[config.mk]
export PLATFORM = sky130hd
export DESIGN_NAME = gst_timer
export DESIGN_NICKNAME = d
export VERILOG_FILES = /design/src/gst_pkg.sv /design/src/gst_timer.sv
export SDC_FILE = /design/constraint.sdc
export NUM_CORES = 1
export LEC_CHECK = 0
export BUFFER_PORTS_ARGS = -buffer_cell sky130_fd_sc_hd__buf_2
export CAP_MARGIN = 20
export CELL_PAD_IN_SITES_DETAIL_PLACEMENT = 1
export CELL_PAD_IN_SITES_GLOBAL_PLACEMENT = 2
export CORE_MARGIN = 1.5
export CORE_UTILIZATION = 33
export CTS_BUF_LIST = sky130_fd_sc_hd__clkbuf_4 sky130_fd_sc_hd__clkbuf_8
export DETAILED_ROUTE_END_ITERATION = 16
export MAX_ROUTING_LAYER = met4
export PLACE_DENSITY = 0.84
export SETUP_SLACK_MARGIN = 0.4
export SLEW_MARGIN = 20
export SYNTH_ARGS = -nofsm -noshare
export SYNTH_HDL_FRONTEND = slang
export SYNTH_SLANG_ARGS = --single-unit
export TNS_END_PERCENT = 100
[constraint.sdc]
create_clock -name clk_i -period 2.33 [get_ports clk_i]
set_clock_uncertainty 0.05 [all_clocks]
set_input_delay 0.699 -clock clk_i [delete_from_list [all_inputs] [get_ports clk_i]]
set_output_delay 0.699 -clock clk_i [all_outputs]
set_load 0.005 [all_outputs]
[src/gst_pkg.sv]
// constants for the gated sixteen bit timer
package gst_pkg;
  // register addresses
  localparam logic [7:0] GST_ADDR_COUNT_LOW = 8'h0E;
  localparam logic [7:0] GST_ADDR_COUNT_HIGH = 8'h0F;
  localparam logic [7:0] GST_ADDR_CONTROL = 8'h10;
  localparam logic [7:0] GST_ADDR_IRQ = 8'h11;
  localparam logic [7:0] GST_ADDR_CAPTURE_LOW = 8'h12;
  localparam logic [7:0] GST_ADDR_CAPTURE_HIGH = 8'h13;
  localparam logic [7:0] GST_ADDR_COMPARE_LOW = 8'h14;
  localparam logic [7:0] GST_ADDR_COMPARE_HIGH = 8'h15;
  // control register field positions
  localparam int GST_BIT_TIMER_ON = 0;
  localparam int GST_BIT_CLOCK_SOURCE = 1;
  localparam int GST_BIT_SYNC_DISABLE = 2;
  localparam int GST_BIT_OSC_ENABLE = 3;
  localparam int GST_BIT_PRESCALE_LO = 4;
  localparam int GST_BIT_GATE_ENABLE = 6;
  localparam int GST_BIT_GATE_POLARITY = 7;
  // irq register field positions
  localparam int GST_BIT_FLAG = 0;
  localparam int GST_BIT_OVF_IE = 1;
  localparam int GST_BIT_PERIPH_IE = 2;
  localparam int GST_BIT_GLOBAL_IE = 3;
  // reset values and the count maximum
  localparam logic [7:0] GST_CONTROL_RESET = 8'h00;
  localparam logic [15:0] GST_COUNT_RESET = 16'h0000;
  localparam logic [15:0] GST_COUNT_MAX = 16'hFFFF;
  localparam logic [15:0] GST_COMPARE_RESET = 16'hFFFF;
  localparam logic [2:0] GST_PRESCALE_RESET = 3'h0;
  localparam logic [7:0] GST_READ_IDLE = 8'h00;
  // one full prescaler cycle in counting clock ticks minus one
  localparam logic [2:0] GST_LIMIT_DIV1 = 3'h0;
  localparam logic [2:0] GST_LIMIT_DIV2 = 3'h1;
  localparam logic [2:0] GST_LIMIT_DIV4 = 3'h3;
  localparam logic [2:0] GST_LIMIT_DIV8 = 3'h7;
endpackage

[src/gst_timer.sv]
// gated sixteen bit timer with prescaler, gate and special clear
//
// What this block does
// RQ1 - sixteen bit up counter as two bytes; byte writes replace the live count
// RQ2 - source select 0 counts system clock, 1 counts pin or oscillator
// RQ3 - external source advances on each rising edge after the prescaler
// RQ4 - sync disable only lets external counting run in sleep; the pin is always synchronised
// RQ5 - one falling edge needed after enable or count write before counting
// RQ6 - two bit prescale field divides by 1, 2, 4 or 8
// RQ7 - prescaler hidden from software and cleared on any count byte write
// RQ8 - oscillator enable starts the 32.768 kHz oscillator, pins go analog
// RQ9 - software waits for oscillator start-up before enabling the timer
// RQ10 - only asynchronous external mode counts in sleep and wakes on overflow
// RQ11 - each single byte read returns a valid value
// RQ12 - software should stop the timer before writing in async mode
// RQ13 - gate enable makes counting follow the gate pin while timer on
// RQ14 - gate polarity set means active high, clear means active low
// RQ15 - past FFFF the count wraps to 0000 and sets the overflow flag
// RQ16 - interrupt needs all three enables; software clears the flag
// RQ17 - wake needs timer on plus both enables; global enable picks vector
// RQ18 - capture event copies the count into the capture pair
// RQ19 - compare event when count equals the compare pair
// RQ20 - special event clears the count without setting the overflow flag
// RQ21 - count write in the same cycle as special clear wins
// RQ22 - special clear should be used with synchronised counting
// RQ23 - mode switches may lose or add one increment
// RQ24 - timer off holds the count and raises no overflow
// RQ25 - overflow flag set on every overflow whatever the enables
//
// Local design decision: the address-and-strobe port.
`timescale 1ns/1ps
module gst_timer
  import gst_pkg::*;
(
  input wire logic clk_i,
  input wire logic reset_i,
  input wire logic ce_i,
  input wire logic [7:0] addr_i,
  input wire logic [7:0] wdata_i,
  input wire logic write_i,
  input wire logic read_i,
  output logic [7:0] rdata_o,
  input wire logic external_count_input_i,
  input wire logic osc_clk_i,
  input wire logic gate_input_pin_i,
  input wire logic sleep_i,
  input wire logic capture_event_i,
  input wire logic special_event_i,
  output logic low_power_osc_enable_o,
  output logic osc_pins_analog_o,
  output logic compare_match_o,
  output logic irq_request_o,
  output logic wake_o,
  output logic wake_vector_o
);

  typedef struct packed {
    logic [15:0] count;
    logic [2:0] presc;
    logic armed;
    logic ext_s1;
    logic ext_s2;
    logic osc_s1;
    logic osc_s2;
    logic ext_prev;
    logic gate_s1;
    logic gate_s2;
    logic on_prev;
    logic [7:0] ctrl;
    logic flag;
    logic ovf_ie;
    logic periph_ie;
    logic global_ie;
    logic [15:0] compare;
    logic [15:0] capture;
    logic match;
    logic [7:0] rdata;
  } gst_state_s;

  gst_state_s r;
  gst_state_s next_r;

  // prescaler end count for a ratio select
  function automatic logic [2:0] gst_limit(input logic [1:0] sel);
    case (sel)
      2'h0: gst_limit = GST_LIMIT_DIV1;
      2'h1: gst_limit = GST_LIMIT_DIV2;
      2'h2: gst_limit = GST_LIMIT_DIV4;
      default: gst_limit = GST_LIMIT_DIV8;
    endcase
  endfunction

  // true when a bus write hits the given address
  function automatic logic gst_wr(input logic we, input logic [7:0] a,
                                  input logic [7:0] hit);
    gst_wr = we && (a == hit);
  endfunction

  logic timer_on;
  logic src_ext;
  logic no_sync;
  logic gate_active;
  logic count_ok;
  logic sleep_block;
  logic tick;
  logic inc;
  logic wr_low;
  logic wr_high;
  logic wr_count;
  logic pin_mux;

  // decoded control bits and counting conditions
  assign timer_on = r.ctrl[GST_BIT_TIMER_ON];
  assign src_ext = r.ctrl[GST_BIT_CLOCK_SOURCE];
  assign no_sync = r.ctrl[GST_BIT_SYNC_DISABLE];
  // pick the synchronised oscillator or count pin level
  assign pin_mux = r.ctrl[GST_BIT_OSC_ENABLE] ? r.osc_s2 : r.ext_s2;
  // gate level after polarity select [RQ14]
  assign gate_active = r.ctrl[GST_BIT_GATE_POLARITY] ? r.gate_s2
                                                     : !r.gate_s2;
  // gate only matters while the timer is on [RQ13] [RQ24]
  assign count_ok = timer_on &&
                    (!r.ctrl[GST_BIT_GATE_ENABLE] || gate_active);
  // sleep stops all but unsynchronised external counting [RQ10]
  assign sleep_block = sleep_i && !(src_ext && no_sync);
  // system clock ticks every cycle, pin ticks on armed rising edge
  // the sync disable bit only changes sleep behaviour here, so a mode
  // switch may drop or add one increment [RQ2] [RQ3] [RQ4] [RQ23]
  assign tick = src_ext ? (pin_mux && !r.ext_prev && r.armed) : 1'b1;
  // counter steps when the prescaler completes a cycle [RQ6]
  assign inc = tick && count_ok && !sleep_block &&
               (r.presc == gst_limit(r.ctrl[GST_BIT_PRESCALE_LO +: 2]));
  assign wr_low = gst_wr(write_i, addr_i, GST_ADDR_COUNT_LOW);
  assign wr_high = gst_wr(write_i, addr_i, GST_ADDR_COUNT_HIGH);
  assign wr_count = wr_low || wr_high;

  // next state of the whole block
  always_comb begin
    next_r = r;
    // two flops on each pin before any logic reads it
    next_r.ext_s1 = external_count_input_i;
    next_r.ext_s2 = r.ext_s1;
    next_r.osc_s1 = osc_clk_i;
    next_r.osc_s2 = r.osc_s1;
    next_r.ext_prev = pin_mux;
    next_r.gate_s1 = gate_input_pin_i;
    next_r.gate_s2 = r.gate_s1;
    next_r.on_prev = timer_on;
    next_r.match = 1'b0;
    // falling edge arms the first rising edge [RQ5]
    if (r.ext_prev && !pin_mux) begin
      next_r.armed = 1'b1;
    end
    if (timer_on && !r.on_prev) begin
      next_r.armed = 1'b0; // [RQ5]
    end
    // prescaler advances on qualified ticks
    if (tick && count_ok && !sleep_block) begin
      if (inc) begin
        next_r.presc = GST_PRESCALE_RESET;
      end else begin
        next_r.presc = r.presc + 3'h1;
      end
    end
    // count update: write beats special clear beats increment
    if (wr_count) begin
      if (wr_low) begin
        next_r.count[7:0] = wdata_i; // [RQ1]
      end else begin
        next_r.count[15:8] = wdata_i; // [RQ1]
      end
      next_r.presc = GST_PRESCALE_RESET; // [RQ7]
      next_r.armed = 1'b0; // [RQ5]
    end else if (special_event_i) begin
      next_r.count = GST_COUNT_RESET; // [RQ20] [RQ21]
    end else if (inc) begin
      next_r.count = r.count + 16'h0001; // [RQ15]
      if (r.count + 16'h0001 == r.compare) begin
        next_r.match = 1'b1; // [RQ19]
      end
    end
    // capture copies the live count [RQ18]
    if (capture_event_i) begin
      next_r.capture = r.count;
    end
    // register writes
    if (gst_wr(write_i, addr_i, GST_ADDR_CONTROL)) begin
      next_r.ctrl = wdata_i; // [RQ8]
    end
    if (gst_wr(write_i, addr_i, GST_ADDR_IRQ)) begin
      next_r.flag = r.flag && wdata_i[GST_BIT_FLAG]; // [RQ16]
      next_r.ovf_ie = wdata_i[GST_BIT_OVF_IE];
      next_r.periph_ie = wdata_i[GST_BIT_PERIPH_IE];
      next_r.global_ie = wdata_i[GST_BIT_GLOBAL_IE];
    end
    if (gst_wr(write_i, addr_i, GST_ADDR_COMPARE_LOW)) begin
      next_r.compare[7:0] = wdata_i;
    end
    if (gst_wr(write_i, addr_i, GST_ADDR_COMPARE_HIGH)) begin
      next_r.compare[15:8] = wdata_i;
    end
    // overflow sets the flag whatever the enables, set wins over clear
    if (!wr_count && !special_event_i && inc &&
        r.count == GST_COUNT_MAX) begin
      next_r.flag = 1'b1; // [RQ15] [RQ25]
    end
    // read data from a single clocked snapshot, so one byte is whole
    next_r.rdata = GST_READ_IDLE;
    if (read_i) begin
      case (addr_i)
        GST_ADDR_COUNT_LOW: next_r.rdata = r.count[7:0]; // [RQ11]
        GST_ADDR_COUNT_HIGH: next_r.rdata = r.count[15:8]; // [RQ11]
        GST_ADDR_CONTROL: next_r.rdata = r.ctrl;
        GST_ADDR_IRQ: next_r.rdata = {4'h0, r.global_ie, r.periph_ie,
                                      r.ovf_ie, r.flag};
        GST_ADDR_CAPTURE_LOW: next_r.rdata = r.capture[7:0];
        GST_ADDR_CAPTURE_HIGH: next_r.rdata = r.capture[15:8];
        GST_ADDR_COMPARE_LOW: next_r.rdata = r.compare[7:0];
        GST_ADDR_COMPARE_HIGH: next_r.rdata = r.compare[15:8];
        default: next_r.rdata = GST_READ_IDLE;
      endcase
    end
  end

  // state register with clock enable
  always_ff @(posedge clk_i) begin
    if (reset_i) begin
      r <= '0;
      r.ctrl <= GST_CONTROL_RESET;
      r.count <= GST_COUNT_RESET;
      r.compare <= GST_COMPARE_RESET;
    end else if (ce_i) begin
      r <= next_r;
    end
  end

  // outputs
  assign rdata_o = r.rdata;
  assign compare_match_o = r.match;
  assign low_power_osc_enable_o = r.ctrl[GST_BIT_OSC_ENABLE]; // [RQ8]
  assign osc_pins_analog_o = r.ctrl[GST_BIT_OSC_ENABLE]; // [RQ8]
  // interrupt needs flag and all three enables [RQ16]
  assign irq_request_o = r.flag && r.ovf_ie && r.periph_ie && r.global_ie;
  // wake needs timer on and two enables, global picks vector [RQ17]
  assign wake_o = r.flag && timer_on && r.ovf_ie && r.periph_ie;
  assign wake_vector_o = wake_o && r.global_ie; // [RQ17]
endmodule

[Word level (Yosys, flattened, before mapping)]
Index checks and enable logic that the tools add are counted.
Widths: inputs -> output; s select.
Operators by class
  add/sub/neg operators: 2
  equal/unequal tests: 15
  muxes and demuxes: 22
  reduce and logical (&&, ||, !) cells: 53
Operator list (number)
  $pmux 8 s8: 1
  $eq 8x5->1 const B: 6
  $mux 16: 3
  $logic_and 1x1->1: 27
  $mux 8: 3
  $add 16x1->16 const B: 1
  $eq 16x16->1: 1
  $eq 16x16->1 const B: 1
  $eq 8x4->1 const B: 2
  $reduce_and 2->1: 8
  $mux 1: 10
  $logic_not 1->1: 9
  $pmux 3 s3: 1
  $mux 4: 2
  $mux 3: 2
  $reduce_and 3->1: 2
  $reduce_bool 3->1: 2
  $ne 2x2->1 const B: 2
  $reduce_bool 2->1: 2
  $add 3x1->3 const B: 1
  $eq 3x3->1: 1
  $eq 2x1->1 const B: 1
  $eq 2x2->1 const B: 1
  $logic_not 2->1: 1
  $logic_or 1x1->1: 2
Word-level totals
  bits in registers: 81
  input bits: 27
  output and inout bits: 14
  logic and storage cells: 114

[Longest topological paths before layout]
  depth after elaboration: 11
  depth in mapped cells: 9
  mapped depth without buffers: 7

[Worst setup path after synthesis]
No wires, ideal clock.
  path type: in2reg
  start point: in addr_i[5]
  end point: reg r[39] (netlist name)
  arrival: 2280 ps
  required time: 2160 ps
  path slack: -120 ps
  stages: 8
  cell sequence: or3_1 buf_6 or2_1 buf_6 nor3_4 buf_6 nor2b_1 a211o_1
Between the ends
  word-level cells in the longest chain between the ends: 3
Ends and longest elaborated chain
  from (decl): line gst_timer.sv:38  | input wire logic [7:0] addr_i,
  $eq 8x5->1: line gst_timer.sv:96  | gst_wr = we && (a == hit);
  $logic_and 1x1->1: line gst_timer.sv:96
  $reduce_and 2->1 (no source line)
  to (signal assigned): line gst_timer.sv:233  | r <= next_r;
  to (decl): line gst_timer.sv:80  | gst_state_s r;
No other way between the ends.
A chain may end at the register's enable or synchronous reset.

[Worst setup path in the final report]
  start point: reg r (netlist bit low_power_osc_enable_o)
  end point: reg r[78] (netlist name)
Between the ends
  word-level cells in the longest chain between the ends: 9
Ends and longest elaborated chain
  $mux 1: line gst_timer.sv:117  | assign pin_mux = r.ctrl[GST_BIT_OSC_ENABLE] ? r.osc_s2 : r.ext_s2;
  $logic_and 1x1->1 (2 in a row): line gst_timer.sv:129  | assign tick = src_ext ? (pin_mux && !r.ext_prev && r.armed) : 1'b1;
  $mux 1: line gst_timer.sv:129
  $logic_and 1x1->1 (3 in a row): line gst_timer.sv:131  | assign inc = tick && count_ok && !sleep_block &&
  $reduce_bool 3->1 (no source line)
  $reduce_and 3->1 (no source line)
No other way between the ends.

==> reports/metrics.cfg <==
[placed_design]
dpl.cell_count=868
numPortBuffers=40
place_hpwl_um=14400
gp_congestion=1.01

[grt]
grt_usage_pct=27.6
grt_max_degree=84
grt_overflow=0
grt_pass1_vias=5349
antenna_found_initial=0
grt_pass1_wl_um=30300

[logic_synthesis]
yosys.cell_types.count=67
synth-edff-count=0
synth_ff_type=dfxtp_1
synthArstFlopShare_pct=0
yosys-top-cells-area=dfxtp_1 34%, nand2_1 6.8%, a21oi_1 5.6%, nor2_1 3.4%, mux2i_1 3.3%
synth_xor_area_share_pct=2.92
yosys.area.top_type=dfxtp_1
synth_top_family_by_area=simple AND/OR/NAND/NOR gates
yosysSeqAreaShare_pct=33.8
yosysTopAreaCellShare_pct=33.8
synthesis.nets=642
yosys.area_share.adder_pct=0.522
synth_cells=613
synthMuxAreaShare_pct=5.22
syn_avg_cell_area_um2=7.82
ys_warn_count=0
netlist_area_um2=4800
synth-compound-area-share_pct=24.8
synth-seq-cells=81
yosys.area_share.simple_pct=26.1

[run_status]
status=completed

[power_and_ir_drop]
power_density_nw_per_um2=433
peakVddDrop_uv=428
power.leakage_nw=2.42
power.total_mw=2.82

[route]
antenna_left=0
wire_per_inst_um=22.0
vias=5188
finalWirelength_um=19700
drtIter0Drc=315
drtPass1Iterations=5
viasPerCell=5.77
drc=0

[die]
die_h_um=124
core_region_area_um2=14000
ios=41
dieArea_um2=15300
num_rows=43
initial_utilization_pct=34.2
die_width_um=124

[job]
cap_violations=0

[critical_path]
slowest_delay_ns=0.35
cp_max_fo=7
slowest_stage=dfxtp_2
crit_arrival_ns=2.29
r2r-start=low_power_osc_enable_o
crit_type=flop to flop
r2r_setup_slack_ns=0.26
end_kind=flop
crit_buf_inv=3
path_cells=mux2i_4, o31a_1, a311oi_2, buf_4, o21ai_2, buf_6, buf_12, a21oi_4, o32ai_4
timing.rr.end=r[78]
required_ns=2.54
path_delay_family=compound AO/OA/AOI/OAI gates
cp-start-kind=flop
ff2ff_path_depth=9

[final_layout]
final_core_util_pct=46.4
layout.nets=743
fillers=1654
syn_to_final_growth_pct=36.0
regArea_um2=1650
n_antenna_cell=0
multi_input_area_um2=3290
final_cells=899
layout-drive-gt1-share_pct=36.0

[timing]
finalCritPeriodShare_pct=89.0
setup_tns_ns=0
hold_violations=0
slew_headroom_pct=60.0
period_minus_slack_ns=2.07
worst_pin_slew_ns=0.598
timing.fmax_mhz=482
rsz0062_at_grt=true
maxSlewViolCount=0
setup_viol_count_final=0

[cts]
h-tree-depth=3
numCtsBuffers=9
clkSinkCount=81
clock_path_buffers=2
cts_tree=yes
clock_latency_ns=0.39
clkSlewWorstSetupHoldPaths_ns=0.08
clockRootBuffer=clkbuf_8

[hold_path]
whs_path_depth=2
worstHoldEndpoint=rdata_o[1]
hold_class=flop to flop
min-delay-start=rdata_o[1]

==> metal layers <==
layer | up-vias | part of all wire (%) | global-route usage (%)
met3 | 49 | 4.7 | 4.89
li1 | 2422 | - | -
met5 | - | 0 | -
met1 | 2575 | 44 | 33.4
met2 | 142 | 48 | 45.8
met4 | 0 | 3.6 | 10.6
==> worst max-delay path by stage <==
stage,from,end,slack [ns],depth (start not counted)
floorplan,addr_i[6],r[40],-0.02,8
global placement,addr_i[6],r[72],-0.16,9
detailed placement,addr_i[6],r[67],-0.19,9
CTS,r[52],r[78],0.24,9
global route,r[65],compare_match_o,0.12,8
finish,low_power_osc_enable_o,r[78],0.26,9
==> worst reg2reg max path, delay by kind of cell (launching register included) <==
family,cells,cell delay [ns]
flops,1,0.35
compound gates,5,0.88
buf+inv,3,0.49
mux,1,0.19
==> final cells by class <==
class,count,share of cell area (%)
multi-input cells,466,50.4
flip-flops and latches,81,25.3
repair buffers,146,17.2
well taps,180,3.45
clock buffers,12,2.53
inverters,10,0.633
clock inverters,4,0.518
==> Yosys cell counts (3+ instances only) <==
cell type   n
a2111oi_0   4
a211o_1    17
a211oi_1    4
a21o_1      3
a21oi_1    54
a22o_1      5
a22oi_1    11
a31oi_1     8
a32oi_1     8
and2_0      8
and2_1      4
and3_1      7
and4_1      6
buf_1       3
buf_2      10
buf_4       9
buf_6       3
clkbuf_1   31
dfxtp_1    81
inv_1       9
mux2_2      6
mux2i_1    16
nand2_1    87
nand2b_1   11
nand3_1    14
nand4_1    11
nor2_1     43
nor2b_1    13
nor3_1     14
nor4_1      4
o2111ai_1   3
o21ai_0    22
o21ai_1    10
o21bai_1    3
o31ai_1     5
o32ai_1     4
o41ai_1     3
or2_1       3
or3_1       4
xnor2_1     9
xor2_1      7
==> registers in the layout, summed over array words and instances, names as in the netlist <==
signal and count:
no_sync 1, low_power_osc_enable_o 1, rdata_o 8, compare_match_o 1, r 66, next_r 4
==> cells in the final DEF, fill, tap and decap left out, drive strengths merged, types with 5 or more instances in the layout <==
master and n:
a211o 17, xor2 7, inv 10, or2 6, nand2b 11, and2 12
a22oi 11, and3 7, nor2b 13, dfxtp 81, nor3 15, and4 6
a22o 5, a31oi 8, o21ai 32, mux2 6, a21oi 54, nor4 6
nor2 44, nand2 87, o31ai 5, mux2i 16, clkbuf 13, nand4 11
nand3 14, buf 145, xnor2 9, a32oi 8
==> cells by family after synthesis <==
family | count (synthesis)
DFF | 81
AOI/OAI and AO/OA | 178
buffers and inverters | 66
muxes | 23
xor gates and xnor gates | 16
adders and majority gates | 2
and+or+nand+nor | 247
==> stage by stage <==
step / cell area [um^2] / setup WS, ns / hold slack (ns)
after detailed placement: 5790 / -0.186 / 0.395
after CTS: 6210 / 0.240 / 0.407
final: 6520 / 0.257 / 0.404
after global routing: 6520 / 0.124 / 0.432
after floorplan: 4940 / -0.0209 / 0.373
after global placement: 5790 / -0.158 / 0.378
==> report_power, final <==
group          internal, mW  switching (mW)
combinational         0.137           0.212
sequential             1.39         0.00891
clock                 0.484           0.588
total                  2.01           0.808
==> timing repair <==
| action | 4_1_cts | 5_1_grt |
|---|---|---|
| setup buffers | 5 | 8 |
| pin swaps | 19 | 21 |
| hold buffers | 0 | 0 |
| endpoints found under the setup margin | 57 | 57 |
| gates resized for setup | 43 | 64 |
| cloned | 2 | 0 |
Note: power is estimated with default switching activity, not from simulation.
